`src/logic/sbi_pkg.sv`:
```
// Functional notes
// - Cross-bank interrupt acts alike whether the interrupting command has auto precharge or not.
// - An auto-precharge burst cut by another bank still starts its own precharge.
// - Read cut by read elsewhere: new data takes the bus CAS latency later.
// - Read cut by write elsewhere ends its output on the write's edge.
// - Write cut by read: ends at the read; last word is one clock before.
// - Write cut by write: ends at the new write; last word one clock before.
// - Auto-precharge read cut by read: precharge starts at the new read's edge.
// - Auto-precharge read cut by write: ends and precharges at the write's edge.
// - Auto-precharge write cut by read: ends at the read, data CAS later.
// - That write's precharge starts after write recovery counted from the read.
// - Auto-precharge write cut by write: precharge after recovery from that write.
// - Mask during a read turns the outputs off two clocks later.
package sbi_pkg;

  localparam int CLK_PERIOD_NS = 40;
  localparam int NUM_BANKS     = 4;
  localparam int DATA_W        = 16;
  localparam int COL_W         = 9;
  localparam int CAS_LAT       = 2;
  localparam int BURST_LEN     = 4;
  localparam int DQZ_CYC       = 2;
  localparam int TWR_NS        = 15;
  localparam int TRP_NS        = 19;
  // Least times round up to whole cycles, never below one.
  localparam int TWR_CYC_RAW   = (TWR_NS + CLK_PERIOD_NS - 1) / CLK_PERIOD_NS;
  localparam int TRP_CYC_RAW   = (TRP_NS + CLK_PERIOD_NS - 1) / CLK_PERIOD_NS;
  localparam int TWR_CYC       = (TWR_CYC_RAW < 1) ? 1 : TWR_CYC_RAW;
  localparam int TRP_CYC       = (TRP_CYC_RAW < 1) ? 1 : TRP_CYC_RAW;
  localparam int CNT_W         = 4;
  localparam logic [CNT_W-1:0] CNT_RST = 4'h0;

  typedef enum logic [2:0] {
    ST_OPEN,
    ST_RD,
    ST_WR,
    ST_RDAP,
    ST_WRAP,
    ST_WREC,
    ST_PRE
  } sbi_state_e;

endpackage

```
`src/logic/sbi_bank_if.sv`:
```
`timescale 1ns/1ps
interface sbi_bank_if;
  import sbi_pkg::*;
  logic       rd_go;
  logic       wr_go;
  logic       ap;
  logic       other_go;
  logic       burst_end;
  logic       pre_start;
  sbi_state_e state;

  modport core (output rd_go, output wr_go, output ap, output other_go,
                output burst_end, input pre_start, input state);
  modport bank (input rd_go, input wr_go, input ap, input other_go,
                input burst_end, output pre_start, output state);
endinterface

```
`src/logic/sbi_core.sv`:
```
`timescale 1ns/1ps
module sbi_core
  import sbi_pkg::*;
#(
  parameter int BL = BURST_LEN,
  parameter int CL = CAS_LAT
) (
  input  wire logic              mclk,
  input  wire logic              sys_rst,
  input  wire logic              cs_n,
  input  wire logic              ras_n,
  input  wire logic              cas_n,
  input  wire logic              we_n,
  input  wire logic [1:0]        ba,
  input  wire logic              ap_en,
  input  wire logic [COL_W-1:0]  col,
  input  wire logic              dqm,
  input  wire logic [DATA_W-1:0] dq_in,
  output logic      [DATA_W-1:0] dq_out,
  output logic                   dq_oe,
  output logic                   wr_acc_vld,
  output logic      [1:0]        wr_acc_bank,
  output logic      [DATA_W-1:0] wr_acc_data,
  output logic [NUM_BANKS-1:0]   pre_start
);

  logic              cmd_rd;
  logic              cmd_wr;
  logic              cmd_new;
  logic              run_ff;
  logic              nxt_run;
  logic              is_wr_ff;
  logic              nxt_is_wr;
  logic [1:0]        bank_ff;
  logic [1:0]        nxt_bank;
  logic [COL_W-1:0]  col_ff;
  logic [COL_W-1:0]  nxt_col;
  logic [CNT_W-1:0]  cnt_ff;
  logic [CNT_W-1:0]  nxt_cnt;
  logic              beat_now;
  logic              beat_wr;
  logic [1:0]        beat_bank;
  logic [COL_W-1:0]  beat_col;
  logic              end_now;
  logic              wr_vld_ff;
  logic              nxt_wr_vld;
  logic [1:0]        wr_bank_ff;
  logic [1:0]        nxt_wr_bank;
  logic [DATA_W-1:0] wr_data_ff;
  logic [DATA_W-1:0] nxt_wr_data;
  logic [DATA_W-1:0] rd_word;

  function automatic logic [DATA_W-1:0] read_word(input logic [1:0] b,
                                                   input logic [COL_W-1:0] c);
    read_word = {b, (DATA_W - 2 - COL_W)'(0), c};
  endfunction

  // ----------------------------------------------------------------
  // Command decode; a column command to any bank cuts the running burst.
  // ----------------------------------------------------------------
  assign cmd_rd  = ~cs_n & ras_n & ~cas_n & we_n;
  assign cmd_wr  = ~cs_n & ras_n & ~cas_n & ~we_n;
  assign cmd_new = cmd_rd | cmd_wr;

  // ----------------------------------------------------------------
  // Burst sequencer.
  // ----------------------------------------------------------------
  always_comb begin
    nxt_run   = run_ff;
    nxt_is_wr = is_wr_ff;
    nxt_bank  = bank_ff;
    nxt_col   = col_ff;
    nxt_cnt   = cnt_ff;
    if (cmd_new) begin
      nxt_run   = 1'b1;
      nxt_is_wr = cmd_wr;
      nxt_bank  = ba;
      nxt_col   = col + 1'b1;
      nxt_cnt   = CNT_W'(BL - 1);
    end else if (run_ff) begin
      nxt_col = col_ff + 1'b1;
      nxt_cnt = cnt_ff - 1'b1;
      nxt_run = (cnt_ff != CNT_W'(1));
    end
  end

  assign beat_now  = cmd_new | run_ff;
  assign beat_wr   = cmd_new ? cmd_wr : is_wr_ff;
  assign beat_bank = cmd_new ? ba : bank_ff;
  assign beat_col  = cmd_new ? col : col_ff;
  assign end_now   = run_ff & ~cmd_new & (cnt_ff == CNT_W'(1));
  assign rd_word   = read_word(beat_bank, beat_col);

  // ----------------------------------------------------------------
  // Write data capture: the word on a new command's edge belongs to it.
  // ----------------------------------------------------------------
  always_comb begin
    nxt_wr_vld  = beat_now & beat_wr & ~dqm;
    nxt_wr_bank = beat_bank;
    nxt_wr_data = dq_in;
  end

  always_ff @(posedge mclk) begin
    if (sys_rst) begin
      run_ff     <= 1'b0;
      is_wr_ff   <= 1'b0;
      bank_ff    <= 2'h0;
      col_ff     <= '0;
      cnt_ff     <= CNT_RST;
      wr_vld_ff  <= 1'b0;
      wr_bank_ff <= 2'h0;
      wr_data_ff <= '0;
    end else begin
      run_ff     <= nxt_run;
      is_wr_ff   <= nxt_is_wr;
      bank_ff    <= nxt_bank;
      col_ff     <= nxt_col;
      cnt_ff     <= nxt_cnt;
      wr_vld_ff  <= nxt_wr_vld;
      wr_bank_ff <= nxt_wr_bank;
      wr_data_ff <= nxt_wr_data;
    end
  end

  assign wr_acc_vld  = wr_vld_ff;
  assign wr_acc_bank = wr_bank_ff;
  assign wr_acc_data = wr_data_ff;

  // ----------------------------------------------------------------
  // Read data path; a write cuts pending read output at once.
  // ----------------------------------------------------------------
  sbi_rd_pipe #(
    .CL (CL),
    .W  (DATA_W)
  ) u_rd_pipe (
    .mclk      (mclk),
    .sys_rst   (sys_rst),
    .beat_vld  (beat_now & ~beat_wr),
    .beat_data (rd_word),
    .flush     (cmd_wr),
    .dqm       (dqm),
    .dq_out    (dq_out),
    .dq_oe     (dq_oe)
  );

  // ----------------------------------------------------------------
  // Per-bank state.
  // ----------------------------------------------------------------
  sbi_bank_if bif [NUM_BANKS] ();

  for (genvar g = 0; g < NUM_BANKS; g++) begin : g_bank
    assign bif[g].rd_go     = cmd_rd & (ba == 2'(g));
    assign bif[g].wr_go     = cmd_wr & (ba == 2'(g));
    assign bif[g].ap        = ap_en;
    assign bif[g].other_go  = cmd_new & (ba != 2'(g));
    assign bif[g].burst_end = end_now & (bank_ff == 2'(g));
    assign pre_start[g]     = bif[g].pre_start;

    sbi_bank u_bank (
      .mclk    (mclk),
      .sys_rst (sys_rst),
      .bif     (bif[g])
    );
  end
endmodule // sbi_core

```
`src/logic/sbi_bank.sv`:
```
`timescale 1ns/1ps
module sbi_bank
  import sbi_pkg::*;
#(
  parameter int TWR = TWR_CYC,
  parameter int TRP = TRP_CYC
) (
  input  wire logic mclk,
  input  wire logic sys_rst,
  sbi_bank_if.bank  bif
);

  sbi_state_e       state_ff;
  sbi_state_e       nxt_state;
  logic [CNT_W-1:0] cnt_ff;
  logic [CNT_W-1:0] nxt_cnt;
  logic             pre_ff;
  logic             nxt_pre;

  // ----------------------------------------------------------------
  // Bank sequencing.
  // ----------------------------------------------------------------
  always_comb begin
    nxt_state = state_ff;
    nxt_cnt   = cnt_ff;
    nxt_pre   = 1'b0;
    case (state_ff)
      ST_OPEN: begin
        if (bif.rd_go) begin
          nxt_state = bif.ap ? ST_RDAP : ST_RD;
        end else if (bif.wr_go) begin
          nxt_state = bif.ap ? ST_WRAP : ST_WR;
        end
      end
      ST_RD, ST_WR: begin
        if (bif.rd_go) begin
          nxt_state = bif.ap ? ST_RDAP : ST_RD;
        end else if (bif.wr_go) begin
          nxt_state = bif.ap ? ST_WRAP : ST_WR;
        end else if (bif.other_go || bif.burst_end) begin
          nxt_state = ST_OPEN;
        end
      end
      ST_RDAP: begin
        if (bif.other_go || bif.burst_end) begin
          nxt_state = ST_PRE;
          nxt_pre   = 1'b1;
          nxt_cnt   = CNT_W'(TRP - 1);
        end
      end
      ST_WRAP: begin
        if (bif.other_go || bif.burst_end) begin
          nxt_state = ST_WREC;
          nxt_cnt   = CNT_W'(TWR - 1);
        end
      end
      ST_WREC: begin
        if (cnt_ff == CNT_RST) begin
          nxt_state = ST_PRE;
          nxt_pre   = 1'b1;
          nxt_cnt   = CNT_W'(TRP - 1);
        end else begin
          nxt_cnt = cnt_ff - 1'b1;
        end
      end
      ST_PRE: begin
        if (cnt_ff == CNT_RST) begin
          nxt_state = ST_OPEN;
        end else begin
          nxt_cnt = cnt_ff - 1'b1;
        end
      end
      default: begin
        nxt_state = ST_OPEN;
      end
    endcase
  end

  always_ff @(posedge mclk) begin
    if (sys_rst) begin
      state_ff <= ST_OPEN;
      cnt_ff   <= CNT_RST;
      pre_ff   <= 1'b0;
    end else begin
      state_ff <= nxt_state;
      cnt_ff   <= nxt_cnt;
      pre_ff   <= nxt_pre;
    end
  end

  assign bif.state     = state_ff;
  assign bif.pre_start = pre_ff;
endmodule // sbi_bank

```
`src/logic/sbi_rd_pipe.sv`:
```
`timescale 1ns/1ps
module sbi_rd_pipe
  import sbi_pkg::*;
#(
  parameter int CL = CAS_LAT,
  parameter int W  = DATA_W
) (
  input  wire logic         mclk,
  input  wire logic         sys_rst,
  input  wire logic         beat_vld,
  input  wire logic [W-1:0] beat_data,
  input  wire logic         flush,
  input  wire logic         dqm,
  output logic      [W-1:0] dq_out,
  output logic              dq_oe
);

  logic [CL-1:0]      vld_ff;
  logic [CL-1:0]      nxt_vld;
  logic [W-1:0]       data_ff [CL];
  logic [W-1:0]       nxt_data [CL];
  logic [DQZ_CYC-1:0] dqm_ff;
  logic [DQZ_CYC-1:0] nxt_dqm;
  logic [W-1:0]       out_ff;
  logic [W-1:0]       nxt_out;
  logic               oe_ff;
  logic               nxt_oe;

  // ----------------------------------------------------------------
  // Latency line and output gating.
  // ----------------------------------------------------------------
  always_comb begin
    nxt_vld     = {vld_ff[CL-2:0], beat_vld} & {CL{~flush}};
    nxt_data[0] = beat_data;
    for (int i = 1; i < CL; i++) begin
      nxt_data[i] = data_ff[i-1];
    end
    nxt_dqm = {dqm_ff[DQZ_CYC-2:0], dqm};
    nxt_out = data_ff[CL-1];
    nxt_oe  = vld_ff[CL-1] & ~dqm_ff[DQZ_CYC-1] & ~flush;
  end

  always_ff @(posedge mclk) begin
    if (sys_rst) begin
      vld_ff <= '0;
      dqm_ff <= '0;
      out_ff <= '0;
      oe_ff  <= 1'b0;
      for (int i = 0; i < CL; i++) begin
        data_ff[i] <= '0;
      end
    end else begin
      vld_ff  <= nxt_vld;
      dqm_ff  <= nxt_dqm;
      out_ff  <= nxt_out;
      oe_ff   <= nxt_oe;
      data_ff <= nxt_data;
    end
  end

  assign dq_out = out_ff;
  assign dq_oe  = oe_ff;
endmodule // sbi_rd_pipe

```
`config.mk`:
```
export PLATFORM = sky130hd
export DESIGN_NAME = sbi_core
export DESIGN_NICKNAME = d
export VERILOG_FILES = /design/src/logic/sbi_pkg.sv /design/src/logic/sbi_bank_if.sv /design/src/logic/sbi_core.sv /design/src/logic/sbi_bank.sv /design/src/logic/sbi_rd_pipe.sv
export SDC_FILE = /design/constraint.sdc
export NUM_CORES = 1
export LEC_CHECK = 0
export BUFFER_PORTS_ARGS = -buffer_cell sky130_fd_sc_hd__buf_2
export CAP_MARGIN = 20
export CORE_UTILIZATION = 40
export CTS_CLUSTER_SIZE = 24
export DETAILED_ROUTE_END_ITERATION = 8
export GPL_ROUTABILITY_DRIVEN = 0
export SLEW_MARGIN = 5
export SYNTH_ARGS = -nofsm -noshare
export SYNTH_HDL_FRONTEND = slang
export SYNTH_SLANG_ARGS = --single-unit
```
`constraint.sdc`:
```
create_clock -name mclk -period 3.57 [get_ports mclk]
set_input_delay 0 -clock mclk [delete_from_list [all_inputs] [get_ports mclk]]
set_output_delay 0 -clock mclk [all_outputs]
set_load 0.02 [all_outputs]
```
# After elaboration in Yosys (flattened, before gate mapping)

Cells that the tools add are included.

$add $sub $neg: 7
Multipliers: 0
Div/mod/pow operators: 0
Order comparisons: 0
Equality and inequality tests: 67
Shift-type cells: 0
Multiplexer cells: 79
Bitwise gates (word level): 38
Reductions and logical operators: 37

Operators with widths:

| operator                                            | count |
|---|---|
| two-way mux 3 bit                                   | 37 |
| one-hot mux 3 bit (6 select lines)                  | 4 |
| two-way mux 4 bit                                   | 12 |
| one-hot mux 4 bit (3 select lines)                  | 4 |
| != test 2 x 1 -> 1 bit, second input constant       | 21 |
| equality test 3 bit, second input constant          | 12 |
| AND 1 bit                                           | 27 |
| two-way mux 9 bit                                   | 3 |
| equality test 3 x 2 -> 1 bit, second input constant | 8 |
| AND reduction 6 bit                                 | 4 |
| subtractor 4 x 1 -> 4 bit, second input constant    | 5 |
| adder 9 x 1 -> 9 bit, second input constant         | 2 |
| OR reduction 2 bit                                  | 9 |
| zero test 4 bit                                     | 4 |
| != test 4 x 3 -> 1 bit, second input constant       | 4 |
| equality test 3 x 1 -> 1 bit, second input constant | 4 |
| zero test 3 bit                                     | 4 |
| != test 2 bit, second input constant                | 6 |
| != test 3 bit, second input constant                | 4 |
| AND reduction 3 bit                                 | 4 |
| nonzero test 3 bit                                  | 4 |
| two-way mux 1 bit                                   | 11 |
| equality test 2 bit, second input constant          | 4 |
| two-way mux 2 bit                                   | 4 |
| other kinds (10)                                    | 27 |

Flip-flop bits (word level): 119
Latch bits: 0
Bits in writable memories: 0
Memory bits (read-only): 0
Memories kept: 0

# Longest topological paths before layout

Word-level depth: 14
Depth in mapped cells: 13
Mapped depth without buffers: 10

# Hierarchy

From an unflattened synthesis, not the netlist that was laid out.

Cell total of the unflattened synthesis: 613
Area total of the unflattened synthesis: 5,582.9 µm²

By module, submodules not included:

| module      | instances | cells an instance | area each (µm²) | seq. area each (µm²) |
|---|---|---|---|---|
| sbi_bank    | 4         | 76                | 629.4           | 160.2 |
| sbi_core    | 1         | 198               | 1,630.3         | 680.7 |
| sbi_rd_pipe | 1         | 111               | 1,435.1         | 1,061.0 |

# Worst setup path before layout

Ideal clock, no wire load.

Path type: reg-to-reg
From: reg cnt_ff[0]
To: reg g_bank[2].u_bank.state_ff[2]
Setup time: 0.123 ns
Data arrival time: 1.955 ns
Slack: 1.492 ns
Stages on the path, launching flop included: 8
Buffers on the path: 0
Period minus slack after synthesis: 2.078 ns
Cells stage by stage: dfxtp_1 -> ha_1 -> and4bb_2 -> nand3b_1 -> o21ai_1 -> nor4b_1 -> nor4_2 -> mux2_1

Longest elaborated chain between the ends: 6
Elaborated cells on any way between the ends: 8
Classes of those cells: 4 x eq/ne; 2 x bitwise; 2 x reduce/logical

Ends and longest elaborated chain:

| what                                                                       | RTL line                                       | text |
|---|---|---|
| start, declared                                                            | sbi_core.sv:38                                 | `logic [CNT_W-1:0] cnt_ff;` |
| start signal, assigned                                                     | sbi_core.sv:118                                | `cnt_ff <= nxt_cnt;` |
| equality test 4 x 1 -> 1 bit *                                             | sbi_core.sv:91                                 | `assign end_now = run_ff & ~cmd_new & (cnt_ff == CNT_W'(1));` |
| AND 1 bit *                                                                | sbi_core.sv:91                                 |  |
| AND 1 bit *                                                                | sbi_core.sv:156                                | `assign bif[g].burst_end = end_now & (bank_ff == 2'(g));` |
| logical OR 1 bit *                                                         | sbi_bank.sv:40, sbi_bank.sv:45, sbi_bank.sv:52 |  |
| != test 4 x 3 -> 1 bit (no line) or != test 2 x 1 -> 1 bit (tied branches) | n/a                                            |  |
| AND reduction 6 bit (no line) *                                            | n/a                                            |  |
| end signal, assigned                                                       | sbi_bank.sv:85                                 | `state_ff <= nxt_state;` |
| end, declared                                                              | sbi_bank.sv:13                                 | `sbi_state_e state_ff;` |

Every way passes the cells marked *; elsewhere a longest branch is shown, timed or not.
A chain may end at the register's enable or synchronous reset.

# Final worst setup path

Same ends and word-level chain as after synthesis.

==> flow_summary.json <==
{
  "status": "finished, final reports clean",
  "synthMostInstantiatedCell": "dfxtp_1",
  "drv_slew": 0,
  "reg2reg_from": "cnt_ff[0]$_SDFFE_PP0N_",
  "hold_violations": 0,
  "root_buffer": "clkbuf_16",
  "crit_buf_inv": 0,
  "synth_compound_area_frac": 0.170,
  "power.share.clock": 0.423,
  "dpl.hpwl_um": 7470,
  "cts_inserted_buffers": 9,
  "layout_min_cycle_time_ps": 2310,
  "clk_pin_slew_ps": 70,
  "synth_cell_types": 67,
  "grtUsageMet2": 0.282,
  "yosysTopAreaCell": "dfxtp_1",
  "cp-end-kind": "register",
  "crit_arrival_ps": 2540,
  "syn_inst": 603,
  "wl_per_cell_um": 12.9,
  "clock-sinks": 102,
  "whs_path_depth": 3,
  "synth_top_family_by_area": "simple AND/OR/NAND/NOR gates",
  "htree_levels": 3,
  "dp.cells": 800,
  "yosysSeqAreaShare": 0.398,
  "combPwrFrac": 0.093,
  "via_per_inst": 5.09,
  "synth-simple-area-share": 0.271,
  "p_sw_mw": 0.604,
  "core_area_um2": 12300,
  "dieHeight_um": 115,
  "drive_gt1_frac": 0.163,
  "cpLargestDelayFamily": "simple AND/OR/NAND/NOR gates",
  "fin_total_pwr_mw": 2.46,
  "synthXorXnorAreaFrac": 0.0444,
  "power_density_nw_per_um2": 403,
  "drv_cap": 0,
  "antenna_found_initial": 0,
  "fin_tns_setup_ps": 0,
  "dr.pass1.iters": 4,
  "grt_pass1_vias": 3940,
  "ys_ff_latch": 102,
  "grt_pass1_wl_um": 18000,
  "min_to": "col_ff[0]$_SDFFE_PP0N_",
  "vdd_drop_max_mv": 0.216,
  "synth_edf_count": 0,
  "synth_mux_area_frac": 0.0229,
  "initial_core_util": 0.418,
  "finalNetCount": 719,
  "cp_num_cells": 7,
  "rows": 40,
  "drtAntennaViolNets": 0,
  "worstSkewPairLatency_ps": 350,
  "worstReg2RegEnd": "g_bank[2].u_bank.bif.state[2]$_SDFFE_PP0P_",
  "grt_max_degree": 53,
  "path_cells": "ha_1, and4bb_2, nand3b_1, o21ai_1, nor4b_1, nor4_2, mux2_1",
  "critPathSlowestCell": "dfxtp_1",
  "synth_adder_area_share": 0.0366,
  "syn-cell-area_um2": 5130,
  "cts_buffer_depth": 2,
  "crit_required_ps": 3800,
  "slowest_delay_ps": 390,
  "numPortBuffers": 69,
  "final_cells": 842,
  "critical_path_class": "register to register",
  "die_area_um2": 13300,
  "tightest_slew_ps": 973,
  "hp-class": "input pin to register",
  "grt_usage": 0.170,
  "clock.fmax_ghz": 0.434,
  "vias": 4283,
  "ys_top_cells_by_count": "102 x dfxtp_1, 55 x nand2_1, 55 x nor2b_1",
  "synth_top_area_share": 0.398,
  "cts_tree": "done",
  "use_met1": 0.218,
  "synth_area_leaders": "dfxtp_1 40%, nor2b_1 6.7%, a21oi_1 4.1%",
  "p_int_mw": 1.85,
  "r2r_slack_ps": 1260,
  "grt.overflow.total": 0,
  "setup_viol": 0,
  "synthFlopType": "dfxtp_1",
  "ys.warnings.count": 0,
  "grt-busiest-layer": "met2",
  "syn_avg_cell_area_um2": 8.51,
  "rsz0062_at_grt": "no",
  "skew_ps": 4.22,
  "ios": 75,
  "diodes": 0,
  "fp.dieW_um": 115,
  "leakage_nw": 2.30,
  "drc": 0,
  "start_kind": "register",
  "wirelength_um": 10900,
  "post-route-period-util": 0.646,
  "areaGrowthSynthToFinish_pct": 18.9,
  "grt.met3_usage": 0.0380,
  "final_cell_area_um2": 6100,
  "worstHoldStart": "col[0]",
  "synthArstFlopShare": 0,
  "cp_max_fo": 7,
  "relSlewSlack": 0.352,
  "power.share.sequential": 0.485,
  "switching_share": 0.246,
  "drt_iter0_drc": 289,
  "dpl-instance-area_um2": 5520,
  "r2r_cells": 7
}
==> placed cells by master, fill, tap and decap left out, types with 7 or more instances in the layout <==
cell           count
dfxtp_1          102
buf_2             69
nand2_1           55
nor2b_1           55
nor2_1            48
a21oi_1           42
dlygate4sd3_1     26
o21ai_0           25
nand2b_1          20
xnor2_1           20
inv_1             16
ha_1              15
nand3_1           14
a211oi_1          13
nor3_1            10
nor3b_1            9
clkbuf_16          9
or3_1              7
==> worst max path at each step <==
stage	startpoint	end	slack [ps]
2_1_floorplan	cnt_ff[0]$_SDFFE_PP0N_	g_bank[2].u_bank.bif.state[2]$_SDFFE_PP0P_	1490
3_3_place_gp	cs_n	g_bank[2].u_bank.bif.state[2]$_SDFFE_PP0P_	1310
3_5_place_dp	cnt_ff[0]$_SDFFE_PP0N_	g_bank[2].u_bank.bif.state[2]$_SDFFE_PP0P_	1260
4_1_cts	cnt_ff[0]$_SDFFE_PP0N_	g_bank[2].u_bank.bif.state[2]$_SDFFE_PP0P_	1260
5_1_grt	g_bank[2].u_bank.cnt_ff[0]$_SDFFE_PP0P_	g_bank[2].u_bank.bif.state[2]$_SDFFE_PP0P_	1100
6_report	cnt_ff[0]$_SDFFE_PP0N_	g_bank[2].u_bank.bif.state[2]$_SDFFE_PP0P_	1260
==> sequential cells by signal, summed over array words and instances (netlist names) <==
signal and cells:
cnt_ff 4, col_ff 9, g_bank.u_bank.bif.pre_start 4, g_bank.u_bank.bif.state 12, g_bank.u_bank.cnt_ff 16, is_wr_ff 1
run_ff 1, u_rd_pipe.data_ff 9, u_rd_pipe.dq_oe 1, u_rd_pipe.dq_out 11, u_rd_pipe.dqm_ff 2, u_rd_pipe.nxt_out 11
u_rd_pipe.vld_ff 2, wr_acc_bank 2, wr_acc_data 16, wr_acc_vld 1
==> metal layers <==
| layer | up-vias | wire length [um] | part of all wire |
|---|---|---|---|
| met1 | 1954 | 5160 | 0.47 |
| met4 | 0 | 153 | 0.014 |
| li1 | 2213 | - | - |
| met2 | 101 | 5050 | 0.46 |
| met5 | - | 0 | 0 |
| met3 | 15 | 514 | 0.047 |
==> tightest hold or removal path: cells and delay by family <==
family | cells | cell delay, ps
and+or+nand+nor | 1 | 140
buffers and inverters | 1 | 100
AOI/OAI and AO/OA | 1 | 60
==> power groups by stage <==
stage / registers (mW) / logic, mW / clock network, mW
after floorplan: 1.22 / 0.135 / 0
after CTS: 1.19 / 0.229 / 1.08
final: 1.19 / 0.228 / 1.04
after global routing: 1.20 / 0.254 / 1.12
after detailed placement: 1.22 / 0.206 / 0
after global placement: 1.22 / 0.203 / 0
==> area by class of cell <==
| class | count | area, um^2 |
|---|---|---|
| clock buffer | 10 | 239 |
| fill | 1132 | 6170 |
| sequential | 102 | 2040 |
| tap | 168 | 210 |
| inverter | 16 | 60.1 |
| clock inverter | 6 | 81.3 |
| timing repair buffer | 99 | 648 |
| multi-input combinational | 441 | 2820 |
==> stage by stage <==
step	util	hold WS [ps]	setup WS (ps)
5_1_grt	0.497	12.0	1100
3_5_place_dp	0.450	199	1260
4_1_cts	0.497	3.80	1260
3_3_place_gp	0.450	198	1310
2_1_floorplan	-	78.7	1490
6_report	0.497	12.0	1260
==> kinds of logic after synthesis <==
| group | count (synthesis) |
|---|---|
| xor+xnor | 26 |
| fa+ha+maj | 15 |
| simple gates | 254 |
| other cells | 1 |
| compound gates | 131 |
| mux | 10 |
| flops | 102 |
| buf+inv | 64 |
==> timing repair <==
item / in CTS / in global routing
setup buffers: 0 / 0
hold endpoints to repair: 28 / 0
resized for setup: 0 / 0
hold buffers: 26 / 0
No activity file was read; power rests on OpenSTA's default activity.
